--- src/include/irsm_pkg.sv ---
`default_nettype none
package irsm_pkg;
  // register space boundaries
  localparam logic [7:0] IRSM_DIRECT_RAM_TOP = 8'h7F;
  localparam logic [7:0] IRSM_BIT_RAM_LO = 8'h20;
  localparam logic [7:0] IRSM_BIT_RAM_HI = 8'h2F;
  localparam logic [7:0] IRSM_BIT_RAM_BASE = 8'h20;
  localparam logic [3:0] IRSM_SFR_BIT_NIB = 4'h0;
  localparam logic [2:0] IRSM_SFR_BIT_LOW3 = 3'h0;
  // sfr offsets
  localparam logic [7:0] IRSM_SP_ADDR = 8'h81;
  localparam logic [7:0] IRSM_ESP_ADDR = 8'h9B;
  localparam logic [7:0] IRSM_ADDRESS_CONTROL_REGISTER_ADDR = 8'h9D;
  localparam logic [7:0] IRSM_MCON_ADDR = 8'hC6;
  localparam logic [7:0] IRSM_PSW_ADDR = 8'hD0;
  // reset values
  localparam logic [7:0] IRSM_SP_RESET = 8'h07;
  localparam logic [1:0] IRSM_ESP_RESET = 2'h0;
  localparam logic [2:0] IRSM_ADDRESS_CONTROL_REGISTER_RESET = 3'h0;
  localparam logic [7:0] IRSM_ESP_RD_FILL = 8'hFC;
  localparam logic [7:0] IRSM_ADDRESS_CONTROL_REGISTER_RD_FILL = 8'hF8;
  localparam logic [7:0] IRSM_PSW_RESET = 8'h00;
  localparam logic [1:0] IRSM_IDM_RESET = 2'h0;
  // field positions
  localparam int IRSM_ADDRESS_CONTROL_REGISTER_SA_BIT = 2;
  localparam int IRSM_PSW_RS0_BIT = 3;
  localparam int IRSM_MCON_INTERNAL_MEM_CONFIG_LO_BIT = 6;
  localparam logic [1:0] IRSM_IDM_COMBINED = 2'h3;
  // large stack base per memory configuration, in 1 KB units
  localparam logic [1:0] IRSM_STK_BASE_0 = 2'h0;
  localparam logic [1:0] IRSM_STK_BASE_1 = 2'h0;
  localparam logic [1:0] IRSM_STK_BASE_2 = 2'h0;
  localparam logic [1:0] IRSM_STK_BASE_3 = 2'h0;
  // access targets
  typedef enum logic [1:0] {
    IRSM_TGT_RAM = 2'b00,
    IRSM_TGT_SFR = 2'b01,
    IRSM_TGT_SRAM = 2'b11
  } irsm_tgt_t;
endpackage : irsm_pkg
`default_nettype wire

--- src/rtl/irsm_map.sv ---
`default_nettype none
module irsm_map
  import irsm_pkg::*;
#(
  parameter int CODE_AW = 20,
  parameter int CE_W = 4
) (
  // clock and reset
  input wire logic clock,
  input wire logic reset_n,
  // register access request from the core
  input wire logic acc_valid,
  input wire logic acc_write,
  input wire logic acc_indirect,
  input wire logic acc_bit,
  input wire logic [2:0] acc_reg_sel,
  input wire logic acc_use_reg,
  input wire logic [7:0] acc_addr,
  input wire logic [2:0] acc_bit_sel,
  input wire logic [7:0] acc_wdata,
  input wire logic [7:0] reg_value,
  // stack operation request
  input wire logic stk_push,
  input wire logic stk_pop,
  input wire logic [1:0] stk_count,
  // memory configuration and status word copies
  input wire logic [7:0] mcon_value,
  input wire logic [7:0] psw_value,
  // external memory requests
  input wire logic code_fetch,
  input wire logic code_table_read_instr,
  input wire logic external_data_move_instr,
  input wire logic [CODE_AW+1:0] code_req_addr,
  input wire logic [CODE_AW+1:0] data_req_addr,
  // decoded register access
  output logic [7:0] ram_addr,
  output logic ram_sel,
  output logic sfr_sel,
  output logic bit_access_ok,
  output logic [2:0] bit_pos,
  output logic [7:0] sfr_rdata,
  output logic sfr_hit,
  // working register pointer address
  output logic [7:0] work_reg_addr,
  // stack memory address
  output logic [9:0] stack_addr,
  output logic stack_in_sram,
  output logic [7:0] stack_pointer_low,
  output logic [1:0] stack_pointer_extension,
  output logic large_stack_enable,
  output logic large_stack_illegal,
  // external memory buses
  output logic [CODE_AW-1:0] code_addr,
  output logic [CE_W-1:0] code_ce,
  output logic code_rd,
  output logic [CODE_AW-1:0] data_addr,
  output logic [CE_W-1:0] data_ce,
  output logic data_en
);
  // ---------------------------------------------------------------
  // state registers
  // ---------------------------------------------------------------
  logic [7:0] sp_reg, sp_next;
  logic [1:0] esp_reg, esp_next;
  logic sa_reg, sa_next;
  logic [7:0] sfr_rdata_reg, sfr_rdata_next;
  logic sfr_hit_reg, sfr_hit_next;
  logic [9:0] stk_ptr, stk_step, stk_sum;
  logic [1:0] idm;
  logic [1:0] bank;
  logic [1:0] stk_base;
  logic [7:0] eff_addr;
  logic direct_sfr;

  assign idm = mcon_value[IRSM_MCON_INTERNAL_MEM_CONFIG_LO_BIT+1:IRSM_MCON_INTERNAL_MEM_CONFIG_LO_BIT];
  assign bank = psw_value[IRSM_PSW_RS0_BIT+1:IRSM_PSW_RS0_BIT];

  // ---------------------------------------------------------------
  // working registers and address decode
  // ---------------------------------------------------------------
  // working register location inside the selected bank
  always_comb begin
    work_reg_addr = {3'h0, bank, acc_reg_sel};
  end

  // pick the address: indirect through a working register value
  always_comb begin
    eff_addr = acc_addr;
    if (acc_indirect && acc_use_reg) begin
      eff_addr = reg_value;
    end else if (!acc_indirect && acc_use_reg) begin
      eff_addr = work_reg_addr;
    end
  end

  // direct references above 7Fh never land in upper RAM
  always_comb begin
    direct_sfr = !acc_indirect && (eff_addr > IRSM_DIRECT_RAM_TOP);
    ram_sel = acc_valid && !direct_sfr;
    sfr_sel = acc_valid && direct_sfr;
    ram_addr = eff_addr;
    bit_pos = acc_bit_sel;
    bit_access_ok = 1'b0;
    if (acc_bit) begin
      // bit number in acc_addr maps to a byte and bit position
      if (acc_addr <= IRSM_DIRECT_RAM_TOP) begin
        ram_addr = IRSM_BIT_RAM_BASE + {4'h0, acc_addr[6:3]};
        bit_pos = acc_addr[2:0];
        ram_sel = acc_valid;
        sfr_sel = 1'b0;
        bit_access_ok = (ram_addr >= IRSM_BIT_RAM_LO) &&
                        (ram_addr <= IRSM_BIT_RAM_HI);
      end else begin
        ram_addr = {acc_addr[7:3], IRSM_SFR_BIT_LOW3};
        bit_pos = acc_addr[2:0];
        ram_sel = 1'b0;
        sfr_sel = acc_valid;
        bit_access_ok = (ram_addr[2:0] == IRSM_SFR_BIT_LOW3) &&
                        (ram_addr[3:0] == IRSM_SFR_BIT_NIB ||
                         ram_addr[3] == 1'b1);
      end
    end
  end

  // ---------------------------------------------------------------
  // stack pointer logic
  // ---------------------------------------------------------------
  // full pointer; the extension only counts in large-stack mode.
  // a push and a pop in one cycle: the push wins, the pop is lost,
  // so the core must never issue both together.
  // in small-stack mode the pointer wraps within eight bits and the
  // extension keeps whatever software last wrote into it.
  always_comb begin
    stk_ptr = sa_reg ? {esp_reg, sp_reg} : {2'h0, sp_reg};
    stk_step = {8'h00, stk_count};
    stk_sum = stk_ptr;
    if (stk_push) begin
      stk_sum = stk_ptr + stk_step;
    end else if (stk_pop) begin
      stk_sum = stk_ptr - stk_step;
    end
  end

  // stack moves, or else sfr writes, drive the next pointer
  always_comb begin
    sp_next = sp_reg;
    esp_next = esp_reg;
    sa_next = sa_reg;
    if (stk_push || stk_pop) begin
      sp_next = stk_sum[7:0];
      if (sa_reg) begin
        esp_next = stk_sum[9:8];
      end
    end else if (sfr_sel && acc_write && !acc_bit) begin
      unique case (ram_addr)
        IRSM_SP_ADDR: sp_next = acc_wdata;
        IRSM_ESP_ADDR: esp_next = acc_wdata[1:0];
        IRSM_ADDRESS_CONTROL_REGISTER_ADDR: sa_next = acc_wdata[IRSM_ADDRESS_CONTROL_REGISTER_SA_BIT];
        default: ;
      endcase
    end else if (sfr_sel && acc_write && acc_bit && bit_access_ok) begin
      // only bit-addressable locations here; none of ours qualify
      sp_next = sp_reg;
    end
  end

  // read port for the sfrs this block owns
  always_comb begin
    sfr_rdata_next = 8'h00;
    sfr_hit_next = 1'b0;
    if (sfr_sel && !acc_write) begin
      unique case (ram_addr)
        IRSM_SP_ADDR: begin
          sfr_rdata_next = sp_reg;
          sfr_hit_next = 1'b1;
        end
        IRSM_ESP_ADDR: begin
          sfr_rdata_next = IRSM_ESP_RD_FILL | {6'h00, esp_reg};
          sfr_hit_next = 1'b1;
        end
        IRSM_ADDRESS_CONTROL_REGISTER_ADDR: begin
          sfr_rdata_next = IRSM_ADDRESS_CONTROL_REGISTER_RD_FILL |
                           {5'h00, sa_reg, 2'h0};
          sfr_hit_next = 1'b1;
        end
        default: ;
      endcase
    end
  end

  // registers; reset only takes constants
  always_ff @(posedge clock) begin
    if (!reset_n) begin
      sp_reg <= IRSM_SP_RESET;
      esp_reg <= IRSM_ESP_RESET;
      sa_reg <= 1'b0;
      sfr_rdata_reg <= 8'h00;
      sfr_hit_reg <= 1'b0;
    end else begin
      sp_reg <= sp_next;
      esp_reg <= esp_next;
      sa_reg <= sa_next;
      sfr_rdata_reg <= sfr_rdata_next;
      sfr_hit_reg <= sfr_hit_next;
    end
  end

  // ---------------------------------------------------------------
  // stack location
  // ---------------------------------------------------------------
  // base within SRAM follows the memory configuration
  always_comb begin
    unique case (idm)
      2'h0: stk_base = IRSM_STK_BASE_0;
      2'h1: stk_base = IRSM_STK_BASE_1;
      2'h2: stk_base = IRSM_STK_BASE_2;
      default: stk_base = IRSM_STK_BASE_3;
    endcase
  end

  // address of the byte a push writes or a pop reads; this is an
  // offset inside the 1 KB window, the memory side adds the window
  // base, which keeps this address path free of the base adder
  always_comb begin
    stack_in_sram = sa_reg;
    stack_addr = stk_push ? stk_sum : stk_ptr;
    if (!sa_reg) begin
      stack_addr = {2'h0, stack_addr[7:0]};
    end
    // base offset is neither added nor returned; stack_addr is left as it is
    if (stk_base != 2'h0) begin
      stack_addr = stack_addr;
    end
  end

  // flag the unsupported combination for the core to see; the mode is
  // not blocked here, software keeps the rule and the flag helps debug
  // combined mode check
  assign large_stack_illegal = sa_reg && (idm == IRSM_IDM_COMBINED);

  assign stack_pointer_low = sp_reg;
  assign stack_pointer_extension = esp_reg;
  assign large_stack_enable = sa_reg;
  assign sfr_rdata = sfr_rdata_reg;
  assign sfr_hit = sfr_hit_reg;

  // ---------------------------------------------------------------
  // external memory buses
  // ---------------------------------------------------------------
  // 22-bit request splits into 20 address bits and one-hot enables;
  // code bus is read-only, data bus only for the external move
  always_comb begin
    code_addr = code_req_addr[CODE_AW-1:0];
    data_addr = data_req_addr[CODE_AW-1:0];
    code_ce = '0;
    data_ce = '0;
    code_rd = code_fetch || code_table_read_instr;
    data_en = external_data_move_instr;
    if (code_rd) begin
      code_ce[code_req_addr[CODE_AW+1:CODE_AW]] = 1'b1;
    end
    if (data_en) begin
      data_ce[data_req_addr[CODE_AW+1:CODE_AW]] = 1'b1;
    end
  end
endmodule : irsm_map
`default_nettype wire
--- config.mk ---
export PLATFORM = sky130hd
export DESIGN_NAME = irsm_map
export DESIGN_NICKNAME = d
export VERILOG_FILES = /design/src/include/irsm_pkg.sv /design/src/rtl/irsm_map.sv
export SDC_FILE = /design/constraint.sdc
export NUM_CORES = 1
export LEC_CHECK = 0
export BUFFER_PORTS_ARGS = -buffer_cell sky130_fd_sc_hd__buf_4
export CORE_ASPECT_RATIO = 0.7
export CORE_UTILIZATION = 40
export CTS_CLUSTER_DIAMETER = 50
export DETAILED_ROUTE_END_ITERATION = 16
export HOLD_SLACK_MARGIN = 0.1
export PLACE_DENSITY_LB_ADDON = 0.3
export SYNTH_ARGS = -nofsm -noshare
export SYNTH_HDL_FRONTEND = slang
export SYNTH_SLANG_ARGS = --single-unit
--- constraint.sdc ---
create_clock -name clock -period 2.6 [get_ports clock]
set_clock_uncertainty 0.1 [all_clocks]
set_input_delay 0.13 -clock clock [delete_from_list [all_inputs] [get_ports clock]]
set_output_delay 0.13 -clock clock [all_outputs]
set_load 0.1 [all_outputs]
==> impl_summary.log, run 1 <==
[metrics] non-filler instance count after layout: 449
[metrics] count of warnings emitted by yosys: 0
[metrics] type of element capturing the critical path: primary output
[metrics] vertical die dimension: 68.3 um
[metrics] TritonCTS clock tree: done
[metrics] count of cells along the worst hold path: 3
[metrics] VDD IR max: 0.000322 V
[metrics] placed inst area: 3110 um2
[metrics] per-cell routed wire length: 14.9 um
[metrics] final design area excluding fillers: 3230 um2
[metrics] global-route wire length before repair: 10800 um
[metrics] Global Route met1 Usage: 0.281
[metrics] M2 GR Usage: 0.330
[metrics] detailed-router iteration count before antenna repair: 4
[metrics] Post-Place Worst Slack: 266 ps
[metrics] residual overflow from global routing: 0
[metrics] number of primary I/O pins: 208
[metrics] clk sinks: 20
[metrics] top-area cell type share of the netlist area: 0.167
[metrics] via density per instance: 5.38
[metrics] post-route setup slack: 104 ps
[metrics] wire length after detailed routing: 6670 um
[metrics] distinct cell type count of the synthesized netlist: 75
[metrics] placeable core region: 5900 um2
[metrics] post-detailed-route DRC marker count: 0
[metrics] gate count of the mapped netlist: 318
[metrics] final cycle utilization of the critical path: 0.960
[metrics] fraction of synthesis flops using an asynchronous set or reset pin: 0
[metrics] fillcell total: 565
[metrics] H-tree level count: 1
[metrics] Max-Cap Viols: 0
[metrics] Max Fanout on Critical Path: 6
[metrics] vias in the first global route: 2221
[metrics] final period demand of the worst path: 2500 ps
[metrics] detailed-route via count: 2417
[metrics] number of placement rows: 23
[metrics] CP arrival: 2270 ps
[metrics] antenna diode instance count: 0
[metrics] FF+latch count, synth: 20
[metrics] leading cell types by count after synthesis: 56 x sky130_fd_sc_hd__buf_4, 24 x sky130_fd_sc_hd__nor2_1, 20 x sky130_fd_sc_hd__dfxtp_1
[metrics] clock insertion delay at the later pin of the skew report: 270 ps
[metrics] synth-to-layout area growth: 28.4%
[metrics] CTS Buf Count: 3
[metrics] share of final-layout standard cells stronger than drive strength 1: 0.463
[metrics] Total Negative Setup Slacks: 0 ps
[metrics] routability cong.: 0.823
[metrics] antenna violations before repair: 0
[metrics] cell count after placement: 442
[metrics] Clock transition at path regs: 80 ps
[metrics] worst setup path class: reg2out
[metrics] data required time at the worst endpoint: 2370 ps
[metrics] launching element type of the critical path: flop
[metrics] Post-CTS Setup Repair Bufs: 0
[metrics] Starting Density: 0.426
[metrics] class of the most critical hold timing path: in2reg
[metrics] final hold viol count: 0
[metrics] 1st-iter DRT viols: 123
[metrics] average footprint of a synthesized cell: 7.91 um2
[metrics] cells taking the most area after synthesis: sky130_fd_sc_hd__buf_4 17%, sky130_fd_sc_hd__dfxtp_1 16%, sky130_fd_sc_hd__nor2_1 3.6%
[metrics] top cell type by total area after synthesis: sky130_fd_sc_hd__buf_4
[metrics] setup repair after global routing missed its margin: false
[metrics] maximum number of pins on one net before global-route repair: 23
[metrics] DRT antenna net count: 0
[metrics] most used flip-flop cell after synthesis: sky130_fd_sc_hd__dfxtp_1
[metrics] Final Max Slew Viols: 0
[metrics] Final Net Count: 485
[metrics] number of input and output port buffers inserted: 112
[metrics] power per cell area: 465 nW/um2
[metrics] highest clock frequency the design can meet: 401 MHz
[metrics] global-route track usage on met3: 0.0490
[metrics] count of flip-flops with a built-in enable after synthesis: 0
[metrics] CTS Root Cell: sky130_fd_sc_hd__clkbuf_8
[metrics] post-synthesis instance area: 2510 um2
[metrics] static leakage: 0.00147 uW
[metrics] cell with the most instances after synthesis: sky130_fd_sc_hd__buf_4
[metrics] Detailed Place HPWL: 5410 um
[metrics] outcome: completed
[metrics] largest buffer count on any clock path: 2
[metrics] global-route layer with the greatest usage: met2
[metrics] final setup vio count: 0
[metrics] die outline width: 96.8 um
[metrics] Total Routing Usage GR: 0.202
[metrics] sequential-to-total area share from yosys stat: 0.159
[metrics] die area: 6610 um2
[metrics] r2r worst-path depth: 7
[critical path, cell delays in order (launching register included)]
cell,delay (ps)
sky130_fd_sc_hd__dfxtp_4,370
sky130_fd_sc_hd__ha_1,290
sky130_fd_sc_hd__nand2b_4,160
sky130_fd_sc_hd__a21o_1,270
sky130_fd_sc_hd__or3_1,360
sky130_fd_sc_hd__buf_4,170
sky130_fd_sc_hd__xnor2_4,150
sky130_fd_sc_hd__buf_6,240
[per-layer routing]
layer,share of wire,wire length [um]
met5,0,0
met4,0.0058,39
met3,0.088,589
met2,0.43,2900
met1,0.47,3140
[path summary, 6_finish.rpt]
| check | endpoint | slack, ps | startpoint |
|---|---|---|---|
| max | stack_addr[5] | 100 | stack_pointer_low[1] |
| min reg2reg | sfr_rdata[0] | 470 | stack_pointer_low[0] |
| min | stack_pointer_low[4] | 110 | acc_wdata[4] |
| max reg2reg | stack_pointer_low[5] | 260 | stack_pointer_low[1] |
[where the power goes]
group / total [uW] / internal (uW) / switching (uW)
registers: 348 / 319 / 28.9
clock network: 282 / 167 / 115
logic: 872 / 248 / 624
total: 1500 / 734 / 767
[cell families after synthesis]
| family | after synthesis | share of synthesized area |
|---|---|---|
| AND/OR/NAND/NOR | 110 | 0.267 |
| adder cells (fa/ha/maj) | 6 | 0.0358 |
| buffers and inverters | 87 | 0.238 |
| other | 1 | 0.00149 |
| flip-flops | 20 | 0.159 |
| multiplexers | 12 | 0.0552 |
| AO/OA/AOI/OAI | 70 | 0.201 |
| XOR/XNOR | 12 | 0.0418 |
[metrics by stage]
stage | util | hold slack (ps) | power (uW)
after global placement | 0.528 | 161 | 1210
after detailed placement | 0.528 | 161 | 1220
after global routing | 0.547 | 112 | 1560
after CTS | 0.545 | 106 | 1510
final | 0.547 | 110 | 1500
after floorplan | - | 177 | 1330
[cell usage in the layout (no fill, tap or decap), drive strengths merged, types with 6 or more instances in the layout]
cell type,synthesis,final
buf,62,116
nor2,26,26
dfxtp,20,20
nand2,19,19
inv,18,18
a21oi,16,16
xnor2,10,10
o21ai,9,9
mux2i,7,7
nand3,6,6
a31oi,6,6
or3,6,6
and3,6,6
nor3b,6,6
nor3,6,6
[cell type report]
cell class,instances,area [um2],area share
well taps,75,93.8,0.0291
multi-input cells,213,1680,0.519
flip-flops and latches,20,414,0.128
repair buffers,119,912,0.282
inverters,18,67.6,0.0209
clock buffers,4,66.3,0.0205
[repair_timing]
action | CTS | global route
hold endpoints to repair | 8 | 0
resized for setup | 1 | 6
setup endpoints to repair | 1 | 3
hold buffers | 3 | 0
(Power assumes the default switching activity.)
==> run 2, diff against run 1 <==
- CORE_MARGIN: default -> 4
==> impl_summary.log, run 2 (synthesis results as in run 1) <==
[metrics] Cell Chain, Critical Path: ha_1, inv_1, fa_2, nor2_2, and4_1, xnor2_1, nor2_4, buf_12
[metrics] vertical die dimension: 74.3 um (+8.8%)
[metrics] per-cell routed wire length: 15.5 um (+4.1%)
[metrics] area used by multi-input combinational logic: 1670 um2 (-0.22%)
[metrics] placed inst area: 3110 um2 (unchanged)
[metrics] highest-count cells in the layout ignoring fill and taps: 113 x sky130_fd_sc_hd__buf_4, 21 x sky130_fd_sc_hd__nor2_1, 19 x sky130_fd_sc_hd__nand2_1
[metrics] routability cong.: 0.874 (+6.2%)
[metrics] H-tree level count: 1 (unchanged)
[metrics] largest stage delay on the critical path: 390 ps (+20 ps)
[metrics] synth-to-layout area growth: 28.6%
[metrics] power per cell area: 465 nW/um2 (about the same)
[metrics] clock insertion delay at the later pin of the skew report: 270 ps (about the same)
[metrics] CTS Root Cell: sky130_fd_sc_hd__clkbuf_8
[metrics] Starting Density: 0.426 (unchanged)
[metrics] most common library cell in the layout ignoring fill and taps: sky130_fd_sc_hd__buf_4
[metrics] vias in the first global route: 2184 (-1.7%)
[metrics] data required time at the worst endpoint: 2370 ps (about the same)
[metrics] Post-Place Worst Slack: 241 ps (-25.4 ps)
[metrics] highest clock frequency the design can meet: 400 MHz (about the same)
[metrics] number of primary I/O pins: 208 (unchanged)
[metrics] Finished Core Util: 0.548 (+0.000848)
[metrics] via density per instance: 5.45 (+1.3%)
[metrics] class of the most critical hold timing path: in2reg
[metrics] Max-Cap Viols: 0 (unchanged)
[metrics] outcome: completed
[metrics] net switching power: 769 uW (+0.26%)
[metrics] 1st-iter DRT viols: 131 (+6.5%)
[metrics] detailed-router iteration count before antenna repair: 4 (unchanged)
[metrics] CP arrival: 2270 ps (about the same)
[metrics] Total Routing Usage GR: 0.177 (-0.0256)
[metrics] placeable core region: 5900 um2 (unchanged)
[metrics] Clock transition at path regs: 80 ps (about the same)
[metrics] CTS Buf Count: 3 (unchanged)
[metrics] setup repair after global routing missed its margin: false
[metrics] wire length after detailed routing: 6940 um (+4.1%)
[metrics] TritonCTS clock tree: done
[metrics] type of element capturing the critical path: primary output
[metrics] worst-case headroom to the max-slew limit: 0.666
[metrics] Seq pwr share: 0.232 (about the same)
[metrics] number of input and output port buffers inserted: 112 (unchanged)
[metrics] Detailed Place HPWL: 5690 um (+5.2%)
[metrics] DRT antenna net count: 0 (unchanged)
[metrics] Post-CTS Setup Repair Bufs: 0 (unchanged)
[metrics] Worst path slowest cell: sky130_fd_sc_hd__dfxtp_4
[metrics] post-detailed-route DRC marker count: 0 (unchanged)
[metrics] area taken by flip-flops and latches: 414 um2 (unchanged)
[metrics] fillcell total: 561 (-0.71%)
[metrics] Max Fanout on Critical Path: 6 (unchanged)
[metrics] VDD IR max: 0.000299 V (-7.2%)
[metrics] share of final-layout standard cells stronger than drive strength 1: 0.457 (-0.00535)
[metrics] static leakage: 0.00148 uW (+0.20%)
[metrics] antenna diode instance count: 0 (unchanged)
[metrics] die area: 7640 um2 (+16%)
[metrics] post-route setup slack: 103 ps (-1.11 ps)
[metrics] residual overflow from global routing: 0 (unchanged)
[metrics] Int Power: 735 uW (about the same)
[metrics] global-route wire length before repair: 10900 um (+0.51%)
[metrics] worst setup path class: reg2out
[metrics] final cycle utilization of the critical path: 0.960 (about the same)
[metrics] transition at the pin with the smallest max-transition slack: 500 ps
[metrics] final setup vio count: 0 (unchanged)
[metrics] switching power share of the total: 0.511 (about the same)
[metrics] antenna violations before repair: 0 (unchanged)
[metrics] Final Max Slew Viols: 0 (unchanged)
[metrics] detailed-route via count: 2448 (+1.3%)
[metrics] maximum number of pins on one net before global-route repair: 23 (unchanged)
[metrics] die outline width: 103 um (+6.2%)
[metrics] clk sinks: 20 (unchanged)
[metrics] launching element type of the critical path: flop
[metrics] total design power: 1500 uW (+0.17%)
[metrics] final hold viol count: 0 (unchanged)
[metrics] number of placement rows: 23 (unchanged)
[metrics] Final Net Count: 485 (unchanged)
[metrics] final design area excluding fillers: 3230 um2 (+0.15%)
[metrics] portion of total power attributed to combinational logic: 0.580 (about the same)
[metrics] part of the power in the clock network: 0.188 (about the same)
[metrics] largest buffer count on any clock path: 2 (unchanged)
[metrics] final period demand of the worst path: 2500 ps (+1.11 ps)
[run 2: cell types whose count changed in the layout (fill, tap and decap cells not counted)]
cell,previous run,this run
sky130_fd_sc_hd__and4_2,1,0
sky130_fd_sc_hd__and4_1,0,1
sky130_fd_sc_hd__buf_8,1,0
sky130_fd_sc_hd__buf_4,114,113
sky130_fd_sc_hd__buf_12,0,1
sky130_fd_sc_hd__ha_1,3,4
sky130_fd_sc_hd__ha_2,1,0
sky130_fd_sc_hd__buf_6,1,2
[run 2: area by class of cell]
cell class,count,area share
Timing Repair Buffer,119,0.285
Multi-Input combinational cell,213,0.517
Sequential cell,20,0.128
Inverter,18,0.0209
Tap cell,75,0.0290
Clock buffer,4,0.0205
[run 2: routing by layer]
| metal | track usage | routed length [um] | up-vias |
|---|---|---|---|
| met5 | 0 | 0 | - |
| met4 | 0.0273 | 66 | 0 |
| met3 | 0.0478 | 668 | 12 |
| met2 | 0.250 | 2880 | 109 |
| met1 | 0.271 | 3330 | 1144 |
| li1 | - | - | 1183 |
[run 2: path summary, 6_finish.rpt]
path | start | to | slack [ps] | depth (start not counted)
min | acc_wdata[4] | stack_pointer_low[4] | 110 | 3
min reg2reg | stack_pointer_extension[1] | stack_pointer_extension[1] | 450 | 2
max reg2reg | stack_pointer_low[1] | stack_pointer_low[5] | 270 | 7
max | stack_pointer_low[0] | stack_addr[8] | 100 | 8
[run 2: critical path, delay by kind of cell (launching register included)]
| kind | cells | cell delay, ps |
|---|---|---|
| xor+xnor | 1 | 120 |
| fa+ha+maj | 2 | 620 |
| buf+inv | 2 | 270 |
| flops | 1 | 390 |
| simple gates | 3 | 610 |
[run 2: timing repair]
| action | CTS | global route |
|---|---|---|
| endpoints found under the hold margin | 8 | 0 |
| gates resized for setup | 3 | 4 |
| hold buffers | 3 | 0 |
| setup endpoints to repair | 1 | 3 |
[run 2: metrics by stage]
| stage | hold WS [ps] | instances | setup TNS (ps) |
|---|---|---|---|
| after floorplan | 177 | 320 | -4800 |
| after global placement | 161 | 442 | 0 |
| after detailed placement | 161 | 442 | 0 |
| after CTS | 111 | 449 | 0 |
| after global routing | 115 | 449 | 0 |
| final | 113 | 449 | 0 |
[run 2: power by group through the flow]
stage                     registers (uW)  clock network, uW  logic [uW]
after floorplan                      416                  0         918
after global placement               355                  0         860
after detailed placement             355                  0         866
after CTS                            348                288         871
after global routing                 352                302         918
final                                348                283         873
